<file path="src/rtl/pkt_pkg.sv">
// shared constants and types for the frame filter and line codec
// assumes a single clock domain; all users reference pkt_pkg::name
package pkt_pkg;
  localparam int          BUF_DEPTH   = 66;       // payload buffer bytes
  localparam int          SYNC_BYTES  = 4;        // sync pattern length in bytes
  localparam logic [15:0] CRC_POLY    = 16'h1021; // x^16+x^12+x^5+1
  localparam logic [15:0] CRC_PRESET  = 16'h1d0f; // nonzero preset
  localparam logic [8:0]  WHITEN_SEED = 9'h1ff;   // all ones at payload start
  localparam int          WHITEN_TAP  = 5;        // x^9+x^5+1 feedback tap
  localparam logic [1:0]  BAL_MANCH   = 2'h1;     // line balance: manchester
  localparam logic [1:0]  BAL_WHITEN  = 2'h2;     // line balance: whitening
  localparam logic [1:0]  ADDR_OWN    = 2'h1;     // filter on own id
  localparam logic [1:0]  ADDR_GROUP  = 2'h2;     // filter on own or group id
  localparam logic [1:0]  FMT_FIXED   = 2'h0;     // fixed length frames
  localparam logic [1:0]  FMT_VAR     = 2'h1;     // length byte leads payload
  localparam logic [1:0]  FMT_UNLIM   = 2'h2;     // no length counting

  // static frame configuration
  typedef struct packed {
    logic [1:0] lineBalanceSelect;
    logic [1:0] frameFormat;
    logic [1:0] addrFilterSelect;
    logic       checkEnable;
    logic       keepOnCheckFail;
    logic [7:0] maxFrameLength;
    logic [7:0] ownStationId;
    logic [7:0] groupStationId;
  } frame_cfg_t;

  // status flags toward the host
  typedef struct packed {
    logic txDoneFlag;
    logic rxFrameReadyFlag;
    logic checkPassFlag;
    logic frameMatchFlag;
    logic bufferLevelFlag;
    logic bufferFullFlag;
    logic bufferNonemptyFlag;
  } flags_t;

  // frame engine states
  typedef enum logic [2:0] {
    S_IDLE, S_TXSYNC, S_TXDATA, S_TXCRC, S_TXEND, S_HUNT, S_RXDATA, S_RXCRC
  } eng_state_t;
endpackage : pkt_pkg

</file>
<file path="src/rtl/packet_filter_line_balance_select_codec.sv">
// frame filter, checksum and line codec with a shared payload buffer
// assumes config inputs are static during a frame; lineRxChip is asynchronous
`timescale 1ns/10ps
`default_nettype none
module packet_filter_line_balance_select_codec #(
  parameter int DEPTH      = pkt_pkg::BUF_DEPTH,
  parameter int SYNC_BYTES = pkt_pkg::SYNC_BYTES
) (
  input  wire logic                       ref_clk,
  input  wire logic                       sys_rst,
  input  wire pkt_pkg::frame_cfg_t        frameConfig,
  input  wire logic [8*SYNC_BYTES-1:0]    syncPatternBytes,
  input  wire logic [15:0]                symbolRateSetting,
  input  wire logic [$clog2(DEPTH+1)-1:0] levelThreshold,
  input  wire logic                       txStart,
  input  wire logic                       rxEnable,
  input  wire logic [7:0]                 hostWrData,
  input  wire logic                       hostWrValid,
  output logic                            hostWrReady,
  input  wire logic                       hostRdReq,
  output logic [7:0]                      hostRdData,
  output logic                            hostRdStrobe,
  input  wire logic                       lineRxChip,
  output logic                            lineTxChip,
  output logic                            lineTxActive,
  output pkt_pkg::flags_t                 statusFlags
);
  localparam int SW = 8 * SYNC_BYTES;        // sync bits
  localparam int CW = $clog2(DEPTH + 1);     // buffer count width

  logic [7:0]    mem [0:DEPTH-1];            // payload buffer storage
  pkt_pkg::eng_state_t state_r, state_nxt;   // frame engine state
  logic [15:0]   divCnt_r, divCnt_nxt;       // chip period divider
  logic          rxMeta_r, rxBit_r;          // receive pin synchroniser
  logic [7:0]    shReg_r, shReg_nxt;         // current byte shifter
  logic [5:0]    bitCnt_r, bitCnt_nxt;       // bit counter
  logic [8:0]    byteCnt_r, byteCnt_nxt;     // payload byte counter
  logic [8:0]    frameLen_r, frameLen_nxt;   // expected payload bytes
  logic [15:0]   crc_r, crc_nxt;             // running checksum
  logic [15:0]   crcRx_r, crcRx_nxt;         // received checksum bits
  logic [8:0]    lfsr_r, lfsr_nxt;           // whitening sequence
  logic          phase_r, phase_nxt;         // manchester half bit
  logic          firstChip_r, firstChip_nxt; // first received half bit
  logic [SW-1:0] syncSh_r, syncSh_nxt;       // sync shift register
  logic          txChip_r, txChip_nxt;       // line output chip
  logic          txAct_r, txAct_nxt;         // transmitter busy
  logic          txDone_r, txDone_nxt;       // done pulse
  logic          ready_r, ready_nxt;         // frame ready pulse
  logic          match_r, match_nxt;         // frame match pulse
  logic          pass_r, pass_nxt;           // last check result
  logic [CW-1:0] rdPtr_r, rdPtr_nxt, wrPtr_r, wrPtr_nxt, count_r, count_nxt;
  logic [7:0]    rdData_r, rdData_nxt;       // host read data
  logic          rdStb_r, rdStb_nxt;         // host read strobe
  // per-cycle work values
  logic          tick, manch, whit, addrOn, isVar, coded, bitIn, dBit, step;
  logic          pushEn, popEn, clr;
  logic [7:0]    pushData, rxByte, headByte;
  logic [8:0]    len9;
  logic [SW-1:0] syncNext;
  logic          syncHit, addrEvt, addrHit, lenEvt, lenBad, crcEvt, crcPass;

  // one checksum step, msb first
  function automatic logic [15:0] crcStep(input logic [15:0] c, input logic b);
    crcStep = {c[14:0], 1'b0} ^ ((c[15] ^ b) ? pkt_pkg::CRC_POLY : 16'h0000);
  endfunction : crcStep

  // receive pin synchroniser
  always_ff @(posedge ref_clk) begin
    rxMeta_r <= lineRxChip;
    rxBit_r  <= rxMeta_r;
  end

  // buffer storage write
  always_ff @(posedge ref_clk) begin
    if (pushEn && !clr) begin
      mem[wrPtr_r] <= pushData;
    end
  end

  // next state of engine and buffer
  always_comb begin
    state_nxt = state_r;  shReg_nxt = shReg_r;  bitCnt_nxt = bitCnt_r;
    byteCnt_nxt = byteCnt_r;  frameLen_nxt = frameLen_r;  crc_nxt = crc_r;
    crcRx_nxt = crcRx_r;  lfsr_nxt = lfsr_r;  phase_nxt = phase_r;
    firstChip_nxt = firstChip_r;  syncSh_nxt = syncSh_r;  txChip_nxt = txChip_r;
    txAct_nxt = txAct_r;  pass_nxt = pass_r;  rdData_nxt = rdData_r;
    txDone_nxt = 1'b0;  ready_nxt = 1'b0;  match_nxt = 1'b0;  rdStb_nxt = 1'b0;
    pushEn = 1'b0;  popEn = 1'b0;  clr = 1'b0;  pushData = hostWrData;
    syncHit = 1'b0;  addrEvt = 1'b0;  addrHit = 1'b0;  lenEvt = 1'b0;
    lenBad = 1'b0;  crcEvt = 1'b0;  crcPass = 1'b0;
    tick = (divCnt_r == symbolRateSetting);  // chip rate same in sync and payload
    divCnt_nxt = tick ? 16'h0000 : divCnt_r + 16'h0001;
    manch = (frameConfig.lineBalanceSelect == pkt_pkg::BAL_MANCH);
    whit = (frameConfig.lineBalanceSelect == pkt_pkg::BAL_WHITEN);
    addrOn = (frameConfig.addrFilterSelect == pkt_pkg::ADDR_OWN) ||
             (frameConfig.addrFilterSelect == pkt_pkg::ADDR_GROUP);
    isVar = (frameConfig.frameFormat == pkt_pkg::FMT_VAR);
    headByte = (count_r == '0) ? 8'h00 : mem[rdPtr_r];
    coded = shReg_r[7] ^ (whit & lfsr_r[0]);
    bitIn = manch ? firstChip_r : rxBit_r;              // first chip carries the bit
    dBit = bitIn ^ (whit & lfsr_r[0]);
    step = !manch || phase_r;
    rxByte = {shReg_r[6:0], dBit};
    len9 = frameLen_r;  // expected bytes; receive reloads it from the length byte
    syncNext = {syncSh_r[SW-2:0], rxBit_r};
    case (state_r)
      pkt_pkg::S_IDLE: begin
        if (txStart) begin
          state_nxt = pkt_pkg::S_TXSYNC;  syncSh_nxt = syncPatternBytes;
          bitCnt_nxt = '0;  txAct_nxt = 1'b1;
        end else if (rxEnable) begin
          state_nxt = pkt_pkg::S_HUNT;  syncSh_nxt = '0;  // cannot match: no zero byte
        end
      end
      pkt_pkg::S_TXSYNC: if (tick) begin
        txChip_nxt = syncSh_r[SW-1];                   // sync sent uncoded
        syncSh_nxt = {syncSh_r[SW-2:0], 1'b0};
        bitCnt_nxt = bitCnt_r + 6'h01;
        if (bitCnt_r == 6'(SW - 1)) begin
          state_nxt = pkt_pkg::S_TXDATA;  shReg_nxt = headByte;  popEn = (count_r != '0);
          bitCnt_nxt = '0;  byteCnt_nxt = '0;  phase_nxt = 1'b0;
          crc_nxt = pkt_pkg::CRC_PRESET;  lfsr_nxt = pkt_pkg::WHITEN_SEED;
          // length taken from the head byte now, before shifting destroys it
          frameLen_nxt = isVar ? {1'b0, headByte} + 9'h001 :  // length byte loads counter
                         {1'b0, frameConfig.maxFrameLength};
        end
      end
      pkt_pkg::S_TXDATA, pkt_pkg::S_TXCRC: if (tick) begin
        txChip_nxt = (manch && phase_r) ? !coded : coded;  // one as 10, zero as 01
        phase_nxt = manch && !phase_r;
        if (step) begin
          lfsr_nxt = {lfsr_r[0] ^ lfsr_r[pkt_pkg::WHITEN_TAP], lfsr_r[8:1]};
          shReg_nxt = {shReg_r[6:0], 1'b0};
          bitCnt_nxt = bitCnt_r + 6'h01;
          if (state_r == pkt_pkg::S_TXDATA) begin
            crc_nxt = crcStep(crc_r, shReg_r[7]);
            if (bitCnt_r[2:0] == 3'h7) begin
              byteCnt_nxt = byteCnt_r + 9'h001;
              if ((frameConfig.frameFormat == pkt_pkg::FMT_UNLIM) ? (count_r == '0)
                  : (byteCnt_r + 9'h001 == len9)) begin
                if (frameConfig.checkEnable) begin
                  state_nxt = pkt_pkg::S_TXCRC;  bitCnt_nxt = '0;
                  shReg_nxt = ~crc_nxt[15:8];          // inverted checksum appended
                end else begin
                  state_nxt = pkt_pkg::S_TXEND;
                end
              end else begin
                shReg_nxt = headByte;  popEn = (count_r != '0);
              end
            end
          end else if (bitCnt_r[2:0] == 3'h7) begin
            if (!bitCnt_r[3]) begin
              shReg_nxt = ~crc_r[7:0];
            end else begin
              state_nxt = pkt_pkg::S_TXEND;
            end
          end
        end
      end
      pkt_pkg::S_TXEND: if (tick) begin
        txDone_nxt = 1'b1;  txAct_nxt = 1'b0;          // last chip has held a full period
        state_nxt = pkt_pkg::S_IDLE;
      end
      pkt_pkg::S_HUNT: begin
        if (!rxEnable) begin
          state_nxt = pkt_pkg::S_IDLE;
        end else if (tick) begin
          syncSh_nxt = syncNext;
          if (syncNext == syncPatternBytes) begin      // no match: nothing flagged
            syncHit = 1'b1;  state_nxt = pkt_pkg::S_RXDATA;
            match_nxt = !addrOn;
            bitCnt_nxt = '0;  byteCnt_nxt = '0;  phase_nxt = 1'b0;
            crc_nxt = pkt_pkg::CRC_PRESET;  lfsr_nxt = pkt_pkg::WHITEN_SEED;
            frameLen_nxt = (frameConfig.frameFormat == pkt_pkg::FMT_FIXED) ?
                           {1'b0, frameConfig.maxFrameLength} : 9'h000;
          end
        end
      end
      default: begin  // receive payload and checksum
        if (!rxEnable) begin
          state_nxt = pkt_pkg::S_IDLE;
        end else if (tick && manch && !phase_r) begin
          firstChip_nxt = rxBit_r;  phase_nxt = 1'b1;
        end else if (tick) begin
          phase_nxt = 1'b0;
          lfsr_nxt = {lfsr_r[0] ^ lfsr_r[pkt_pkg::WHITEN_TAP], lfsr_r[8:1]};
          shReg_nxt = rxByte;
          bitCnt_nxt = bitCnt_r + 6'h01;
          if (state_r == pkt_pkg::S_RXDATA) begin
            crc_nxt = crcStep(crc_r, dBit);
            if (bitCnt_r[2:0] == 3'h7) begin
              byteCnt_nxt = byteCnt_r + 9'h001;
              lenEvt = (byteCnt_r == 9'h000) && isVar;
              lenBad = lenEvt && (rxByte >= frameConfig.maxFrameLength);
              len9 = lenEvt ? {1'b0, rxByte} + 9'h001 : frameLen_r;
              frameLen_nxt = len9;
              addrEvt = addrOn && (byteCnt_r == (isVar ? 9'h001 : 9'h000));
              addrHit = (rxByte == frameConfig.ownStationId) ||
                        (frameConfig.addrFilterSelect == pkt_pkg::ADDR_GROUP &&
                         rxByte == frameConfig.groupStationId);
              match_nxt = addrEvt && addrHit;
              if (lenBad || (addrEvt && !addrHit)) begin
                clr = 1'b1;  state_nxt = pkt_pkg::S_HUNT;  syncSh_nxt = '0;
              end else begin
                pushEn = (count_r != CW'(DEPTH));      // address and length kept
                pushData = rxByte;
                if (frameConfig.frameFormat != pkt_pkg::FMT_UNLIM &&
                    byteCnt_r + 9'h001 == len9) begin
                  bitCnt_nxt = '0;
                  if (frameConfig.checkEnable) begin
                    state_nxt = pkt_pkg::S_RXCRC;
                  end else begin
                    ready_nxt = 1'b1;  state_nxt = pkt_pkg::S_HUNT;  syncSh_nxt = '0;
                  end
                end
              end
            end
          end else begin
            crcRx_nxt = {crcRx_r[14:0], dBit};         // checksum never buffered
            if (bitCnt_r[3:0] == 4'hf) begin
              crcEvt = 1'b1;
              crcPass = (crcRx_nxt == ~crc_r);
              pass_nxt = crcPass;
              ready_nxt = crcPass || frameConfig.keepOnCheckFail;
              clr = !ready_nxt;
              state_nxt = pkt_pkg::S_HUNT;  syncSh_nxt = '0;
            end
          end
        end
      end
    endcase
    // host side: writes outside receive, reads outside transmit
    hostWrReady = (count_r != CW'(DEPTH)) && (state_r < pkt_pkg::S_HUNT);
    if (hostWrValid && hostWrReady) begin
      pushEn = 1'b1;
    end
    if (hostRdReq && count_r != '0 && !txAct_r && !clr) begin
      popEn = 1'b1;  rdData_nxt = mem[rdPtr_r];  rdStb_nxt = 1'b1;
    end
    // buffer pointers; a clear empties everything
    rdPtr_nxt = popEn ? ((rdPtr_r == CW'(DEPTH - 1)) ? '0 : rdPtr_r + 1'b1) : rdPtr_r;
    wrPtr_nxt = pushEn ? ((wrPtr_r == CW'(DEPTH - 1)) ? '0 : wrPtr_r + 1'b1) : wrPtr_r;
    count_nxt = count_r + CW'(pushEn) - CW'(popEn);
    if (clr) begin
      rdPtr_nxt = '0;  wrPtr_nxt = '0;  count_nxt = '0;
    end
  end

  // engine and buffer registers
  always_ff @(posedge ref_clk) begin
    if (sys_rst) begin
      state_r <= pkt_pkg::S_IDLE;  divCnt_r <= '0;  shReg_r <= '0;  bitCnt_r <= '0;
      byteCnt_r <= '0;  frameLen_r <= '0;  crc_r <= pkt_pkg::CRC_PRESET;  crcRx_r <= '0;
      lfsr_r <= pkt_pkg::WHITEN_SEED;  phase_r <= 1'b0;  firstChip_r <= 1'b0;
      syncSh_r <= '0;  txChip_r <= 1'b0;  txAct_r <= 1'b0;  txDone_r <= 1'b0;
      ready_r <= 1'b0;  match_r <= 1'b0;  pass_r <= 1'b0;  rdPtr_r <= '0;
      wrPtr_r <= '0;  count_r <= '0;  rdData_r <= '0;  rdStb_r <= 1'b0;
    end else begin
      state_r <= state_nxt;  divCnt_r <= divCnt_nxt;  shReg_r <= shReg_nxt;
      bitCnt_r <= bitCnt_nxt;  byteCnt_r <= byteCnt_nxt;  frameLen_r <= frameLen_nxt;
      crc_r <= crc_nxt;  crcRx_r <= crcRx_nxt;  lfsr_r <= lfsr_nxt;  phase_r <= phase_nxt;
      firstChip_r <= firstChip_nxt;  syncSh_r <= syncSh_nxt;  txChip_r <= txChip_nxt;
      txAct_r <= txAct_nxt;  txDone_r <= txDone_nxt;  ready_r <= ready_nxt;
      match_r <= match_nxt;  pass_r <= pass_nxt;  rdPtr_r <= rdPtr_nxt;
      wrPtr_r <= wrPtr_nxt;  count_r <= count_nxt;  rdData_r <= rdData_nxt;
      rdStb_r <= rdStb_nxt;
    end
  end

  // outputs
  assign lineTxChip   = txChip_r;
  assign lineTxActive = txAct_r;
  assign hostRdData   = rdData_r;
  assign hostRdStrobe = rdStb_r;
  assign statusFlags  = '{txDone_r, ready_r, pass_r, match_r,
                          count_r > levelThreshold, count_r == CW'(DEPTH), count_r != '0};

  // checks
  chk_buf_bound: assert property (@(posedge ref_clk) disable iff (sys_rst)
    count_r <= CW'(DEPTH)) else $error("buffer count above depth");
  chk_done_after_tail: assert property (@(posedge ref_clk) disable iff (sys_rst)
    txDone_r |-> $past(state_r) == pkt_pkg::S_TXEND && !txAct_r && $past(tick))
    else $error("done flag before final chip period");
  chk_nosync_quiet: assert property (@(posedge ref_clk) disable iff (sys_rst)
    (state_r == pkt_pkg::S_HUNT && !syncHit) |=> !match_r && !ready_r)
    else $error("flag raised without sync");
  chk_sync_start: assert property (@(posedge ref_clk) disable iff (sys_rst)
    syncHit |=> state_r == pkt_pkg::S_RXDATA && match_r == !$past(addrOn))
    else $error("sync did not start payload");
  chk_addr_drop: assert property (@(posedge ref_clk) disable iff (sys_rst)
    (addrEvt && !addrHit) |=> count_r == '0 && state_r == pkt_pkg::S_HUNT && !match_r)
    else $error("address mismatch not discarded");
  chk_len_drop: assert property (@(posedge ref_clk) disable iff (sys_rst)
    lenBad |=> count_r == '0 && state_r == pkt_pkg::S_HUNT)
    else $error("oversize length not discarded");
  chk_check_result: assert property (@(posedge ref_clk) disable iff (sys_rst)
    crcEvt |=> pass_r == $past(crcPass) && state_r == pkt_pkg::S_HUNT)
    else $error("check result not recorded");
  chk_fail_clear: assert property (@(posedge ref_clk) disable iff (sys_rst)
    (crcEvt && !crcPass && !frameConfig.keepOnCheckFail) |=> count_r == '0 && !ready_r)
    else $error("failed frame kept");
  chk_manch_pair: assert property (@(posedge ref_clk) disable iff (sys_rst)
    (tick && manch && phase_r && state_r inside {pkt_pkg::S_TXDATA, pkt_pkg::S_TXCRC})
    |=> txChip_r == !$past(txChip_r)) else $error("manchester half not inverted");
endmodule : packet_filter_line_balance_select_codec
`default_nettype wire

</file>
<file path="config.mk">
export PLATFORM = sky130hd
export DESIGN_NAME = packet_filter_line_balance_select_codec
export DESIGN_NICKNAME = d
export VERILOG_FILES = /design/src/rtl/pkt_pkg.sv /design/src/rtl/packet_filter_line_balance_select_codec.sv
export SDC_FILE = /design/constraint.sdc
export NUM_CORES = 1
export LEC_CHECK = 0
export ABC_AREA = 1
export BUFFER_PORTS_ARGS = -buffer_cell sky130_fd_sc_hd__buf_2
export CORE_ASPECT_RATIO = 1.25
export CORE_MARGIN = 2
export CORE_UTILIZATION = 40
export CTS_CLUSTER_DIAMETER = 80
export DETAILED_ROUTE_END_ITERATION = 16
export PLACE_DENSITY = 0.63
export REMOVE_ABC_BUFFERS = 1
export SETUP_SLACK_MARGIN = 0.3
export SLEW_MARGIN = 10
export SYNTH_ARGS = -nofsm -noshare
export SYNTH_HDL_FRONTEND = slang
export SYNTH_SLANG_ARGS = --single-unit
</file>
<file path="constraint.sdc">
create_clock -name ref_clk -period 4.5 [get_ports ref_clk]
set_input_delay 0 -clock ref_clk [delete_from_list [all_inputs] [get_ports ref_clk]]
set_output_delay 0 -clock ref_clk [all_outputs]
set_load 0.01 [all_outputs]
</file>
# [After elaboration in Yosys (flattened, before gate mapping)]
# Memories as Yosys holds them, arrays and structs flattened. A register that Yosys moved wholly into a read port is not among the register bits.
# Index checks and enable logic that the tools add are counted.
# W data, S select, Z words.
[totals] regBits=163 mem_bits_rw=528 inputBits=102 out_inout_bits=19 memories=1
[classes] addsub=9 order_cmp=3 n_eq_ne=57 muxes=204 n_bitwise=21 n_reduce_logical=72
[mem_list] name="mem" words=66 word_bits=8 read_ports=1 rd_clocked_by_memory_dff=1 wr=1 line_no="packet_filter_line_balance_select_codec.sv:31" source="logic [7:0] mem [0:DEPTH-1];"
[ops] op="$mux W32" n=14
[ops] op="$mux W9" n=35
[ops] op="$mux W16" n=12
[ops] op="$mux W8" n=22
[ops] op="$pmux W32 S4" n=1
[ops] op="$mux W6" n=19
[ops] op="$mux W3" n=24
[ops] op="$pmux W9 S4" n=2
[ops] op="$pmux W16 S4" n=1
[ops] op="$mux W1" n=58
[ops] op="$eq A16 B16 Y1" n=2
[ops] op="$eq A32 B32 Y1" n=1
[ops] op="$xor A16 B13 Y16" n=2
[ops] op="$pmux W6 S5" n=1
[ops] op="$mux W7" n=4
[ops] op="$pmux W9 S3" n=1
[ops] op="$mux W13" n=2
[ops] op="$ne A2 B2 Y1 const B" n=12
[ops] op="$pmux W8 S3" n=1
[ops] op="$eq A7 B7 Y1 const B" n=3
[ops] op="$add A8 B1 Y9 const B" n=2
[ops] op="$eq A9 B9 Y1" n=2
[ops] op="$reduce_and A9 Y1" n=2
[ops] op="$logic_and A1 B1 Y1" n=17
[ops] op="62 further kinds" n=126

# [Longest topological paths before layout]
[depth] word_depth=21 mapped_depth=32 ltp_nobuf=31

# [Worst setup path after synthesis]
# No wires, ideal clock.
[synth_timing] path_kind="register -> register" start="register lfsr_r[0]" end="register count_r[6]" t_arrival_ps=3787 slack_ps=643 path_stages_with_launch=32 n_path_buf=1 period_less_slack_ps=3857 path_cell_list="dfxtp_1 > inv_1 > nor2_1 > nand2_1 > inv_2 > nand2_1 > nand2_2 > ha_1 > inv_1 > a21oi_1 > o21ai_0 > nand2_1 > o2111ai_1 > nand2_1 > o21ai_2 > nor2_4 > nand3b_1 > nand2_1 > buf_4 > nand2_2 > ha_1 > inv_1 > ha_1 > inv_1 > fa_1 > o31ai_1 > inv_1 > nor2_1 > nor2_1 > nor2_1 > o21ai_0 > a21oi_1"
[synth_via] elab_chain_cells=19 elab_cells_between_ends=36 cone_classes="2 x add/sub; 1 x order compare; 3 x eq/ne; 17 x mux; 2 x bitwise; 11 x reduce/logical"
[synth_rtl] item="from (decl)" line_no="packet_filter_line_balance_select_codec.sv:41" source="logic [8:0] lfsr_r, lfsr_nxt;"
[synth_rtl] item="from (signal assigned)" line_no="packet_filter_line_balance_select_codec.sv:261" source="crc_r <= crc_nxt; crcRx_r <= crcRx_nxt; lfsr_r <= lfsr_nxt; phase_r <= phase_nxt;"
[synth_rtl] item="$and A1 B1 Y1 (*)" line_no="packet_filter_line_balance_select_codec.sv:101" source="dBit = bitIn ^ (whit & lfsr_r[0]);"
[synth_rtl] item="$xor A1 B1 Y1 (*)" line_no="packet_filter_line_balance_select_codec.sv:101"
[synth_rtl] item="branches (longest 17 deep; another with $ge A8 B8 Y1)"
[synth_rtl] item="to (signal assigned)" line_no="packet_filter_line_balance_select_codec.sv:265" source="wrPtr_r <= wrPtr_nxt; count_r <= count_nxt; rdData_r <= rdData_nxt;"
[synth_rtl] item="to (decl)" line_no="packet_filter_line_balance_select_codec.sv:51" source="logic [CW-1:0] rdPtr_r, rdPtr_nxt, wrPtr_r, wrPtr_nxt, count_r, count_nxt;"
# Mark *: on every way between the ends.
# A chain may end at the register's enable or synchronous reset.

==> impl_metrics.ini <==
[floorplan]
ioPinCount = 121
design.core.area_um2 = 81500
die_w_um = 261
rows = 117
start_util = 0.404
fp.dieArea_um2 = 84700
die_h_um = 325

[worst_setup_path]
slowest_stage = dlygate4sd3_1
ff2ff_setup_slack_ns = 0.63
crit_chain = inv_8, buf_4, nand2_1, nand3_1, nand3_1, nand2_1, nand2_1, nand3_1, nand3_1, nand3_1, nand3_1, nor2_1, nand3_1, nand2_1, nand3_1, nand2_1, a21oi_1, dlygate4sd3_1
crit_fanout = 78
r2r_end = frameLen_r[7]$_SDFFE_PP0P_
cpMostUsedCell = nand3_1
crit_type = reg -> reg
worst-endpoint-arrival_ns = 4.39
slowest_delay_ns = 0.55
cp.required_ns = 5.02
critPathCaptureType = flop
worst-r2r-cell-count = 18
worstSetupStartpointType = flop
crit_end = frameLen_r[7]$_SDFFE_PP0P_

[place]
hpwl_mm = 59.2
port_buffers = 120
place_congestion = 0.927

[synthesis]
synth_edf_count = 528
ys.flop_type = edfxtp_1
ys_types = 63
ys_warn_count = 0
synth_area_per_cell_um2 = 9.09
seq_area_frac_synth = 0.585
async_reset_ff_frac = 0
syn_inst = 3624
ys_ff_latch = 698
synthesis.area_um2 = 32900

[grt]
antenna_found_initial = 4
grt_overflow_total = 0
grt_pass1_wl_mm = 141
grt_pass1_vias = 24800
grt_start_max_net_pins = 129
grt_usage = 0.214

[layout]
seq_area_um2 = 19300
final_core_util = 0.466
multiInputGateArea_um2 = 11900
fillers = 7689
drive_gt1_frac = 0.110
fin_nets = 3956
area_delta_synth_final_pct = 15.3

[power_and_ir_drop]
clkPwrFrac = 0.313
leakagePower_nw = 14.7
powerDensity_nw_per_um2 = 488
seqPwrFrac = 0.400
internal-power_mw = 12.1
irDropWorstVdd_mv = 0.337
power_switching_mw = 6.44
comb_power_share = 0.288
swShare = 0.347

[timing]
fmax_mhz = 258
slew_viol_final = 0
min_period_ns = 3.87
setup-tns-final_ns = 0
rsz0062_at_grt = false
fin_crit_sh = 0.861
finalHoldViolations = 0
max_slew_margin = 0.399
worst_slew_pin_slew_ns = 0.898
fin_skew_ns = 0.0287
setup_viol = 0

[route]
vias_per_cell = 5.27
drc = 0
drt-total-wl_mm = 92.8
route.vias.total = 26100
wl_per_cell_um = 18.8
drt_iter0_markers = 2490
drtPass1Iterations = 5
drtAntennaViolNets = 0

[clock_tree]
path_clk_slew_ns = 0.06
insertion_delay_ns = 0.65
clock_sinks = 698
clock_path_buffers = 3
cts_buffers = 73
cts_tree = done
htree_levels = 3
clock-root-buffer = clkbuf_16

[hold_path]
hp-class = in -> reg
min_path_cells = 7

[outcome]
status = finished, final reports clean

[run]
maxCapViolations = 0
-- kinds of logic (layout without fill, tap and decap cells) --
family	count (synthesis)	in the layout	synth area share
and+or+nand+nor	2047	2047	0.267
DFF	698	698	0.585
buffers and inverters	439	687	0.0553
AOI/OAI and AO/OA	323	323	0.0574
xor gates and xnor gates	72	72	0.0191
adders and majority gates	37	37	0.0143
muxes	8	8	0.00273
other	0	3	0
-- cell usage after synthesis, drive strengths merged (2+ instances only) --
master	number	area share
nand2	1065	0.12
clkinv	6	0.00072
or3	2	0.00038
clkbuf	79	0.0090
xor2	40	0.011
o21ai	99	0.015
edfxtp	528	0.48
a21boi	2	0.00046
a32o	15	0.0046
o2111ai	4	0.0011
buf	101	0.017
nand3	544	0.083
o211ai	12	0.0027
o221ai	2	0.00053
o31ai	2	0.00046
dfxtp	170	0.10
mux2	8	0.0027
nor4	9	0.0024
xnor2	32	0.0085
nor3	48	0.0081
o21bai	2	0.00046
nand3b	8	0.0019
a31oi	3	0.00057
a211oi	21	0.0052
or2	10	0.0019
o22ai	19	0.0036
ha	36	0.014
a21oi	137	0.021
inv	253	0.029
a22oi	2	0.00046
nand4	36	0.0086
nor2	323	0.037
-- cells in the final DEF (no fill, tap or decap), types with 9 or more instances in the layout --
cell type	Yosys	routed
dlygate4sd3_1	0	59
inv_2	11	14
a32o_1	15	15
nand3_1	542	542
clkbuf_1	78	17
inv_1	242	237
clkbuf_16	0	73
a21oi_1	135	134
o211ai_1	12	12
ha_1	36	34
o21ai_0	92	91
nand2_1	1054	1051
o22ai_1	19	19
xnor2_1	32	32
clkinv_1	5	19
nor3_1	44	43
clkinv_2	1	9
buf_2	56	120
xor2_1	40	40
a211oi_1	20	20
edfxtp_1	528	528
nand4_1	31	31
buf_4	9	112
nor2_1	316	312
dfxtp_1	170	164
nand2_2	10	12
-- power groups by stage --
stage	Combinational, mW	Sequential [mW]	Clock (mW)
global placement	5.15	7.54	0
floorplan	3.49	7.67	0
finish	5.33	7.42	5.80
global route	5.97	7.45	6.14
CTS	5.26	7.41	5.91
detailed placement	5.19	7.55	0
-- what timing repair did --
action,in CTS,in global routing
resized for setup,0,24
setup buffers,0,6
setup endpoints to repair,0,669
hold endpoints to repair,75,1
hold buffers,57,2
-- worst min path at each step --
| stage | startpoint | endpoint | slack, ns |
|---|---|---|---|
| floorplan | lineRxChip | rxMeta_r$_DFF_P_ | 0.03 |
| global placement | lineRxChip | rxMeta_r$_DFF_P_ | 0.13 |
| detailed placement | lineRxChip | rxMeta_r$_DFF_P_ | 0.12 |
| CTS | frameConfig[31] | crcRx_r[0]$_SDFFE_PP0P_ | 0.008 |
| global route | lineRxChip | rxMeta_r$_DFF_P_ | 0.04 |
| finish | txStart | syncSh_r[0]$_SDFFE_PP0P_ | 0.04 |
-- through the flow --
step / power [mW] / setup WS [ns] / hold WS, ns / instance area (µm²) / std cells
floorplan: 11.2 / -8.39 / 0.0277 / 32100 / 3444
finish: 18.5 / 0.626 / 0.0445 / 38000 / 4946
global route: 19.6 / 0.283 / 0.0420 / 38000 / 4946
detailed placement: 12.7 / 0.329 / 0.122 / 35000 / 4748
global placement: 12.7 / 0.370 / 0.126 / 35000 / 4748
CTS: 18.6 / 0.306 / 0.00772 / 37800 / 4935
-- flip-flops by register name (all words and copies together) (netlist names), 7 cells and up, named ones only --
register,cells
mem,528
syncSh_r,32
crc_r,16
divCnt_r,16
crcRx_r,15
byteCnt_r,9
frameLen_r,9
lfsr_r,9
hostRdData,8
shReg_r,8
count_r,7
rdPtr_r,7
wrPtr_r,7
-- critical path: cells and delay by family, from the launching register on --
kind                   cells  cell delay [ns]
and+or+nand+nor           14             2.00
buffers and inverters      3             1.29
DFF                        1             0.39
AOI/OAI and AO/OA          1             0.05
-- layer usage --
metal,track usage,vias up,share of wire
li1,-,12600,-
met1,0.269,12500,0.41
met2,0.368,805,0.50
met3,0.0265,181,0.054
met4,0.0923,0,0.039
met5,0,-,0
-- area by class of cell --
type | count | share of cell area
inverter | 259 | 0.0259
timing repair buffer | 298 | 0.0572
antenna | 3 | 0.000198
multi-input combinational | 2487 | 0.314
tap | 1071 | 0.0353
clock buffer | 96 | 0.0519
sequential | 698 | 0.507
clock inverter | 34 | 0.00820
Note: power is estimated with default switching activity, not from simulation.
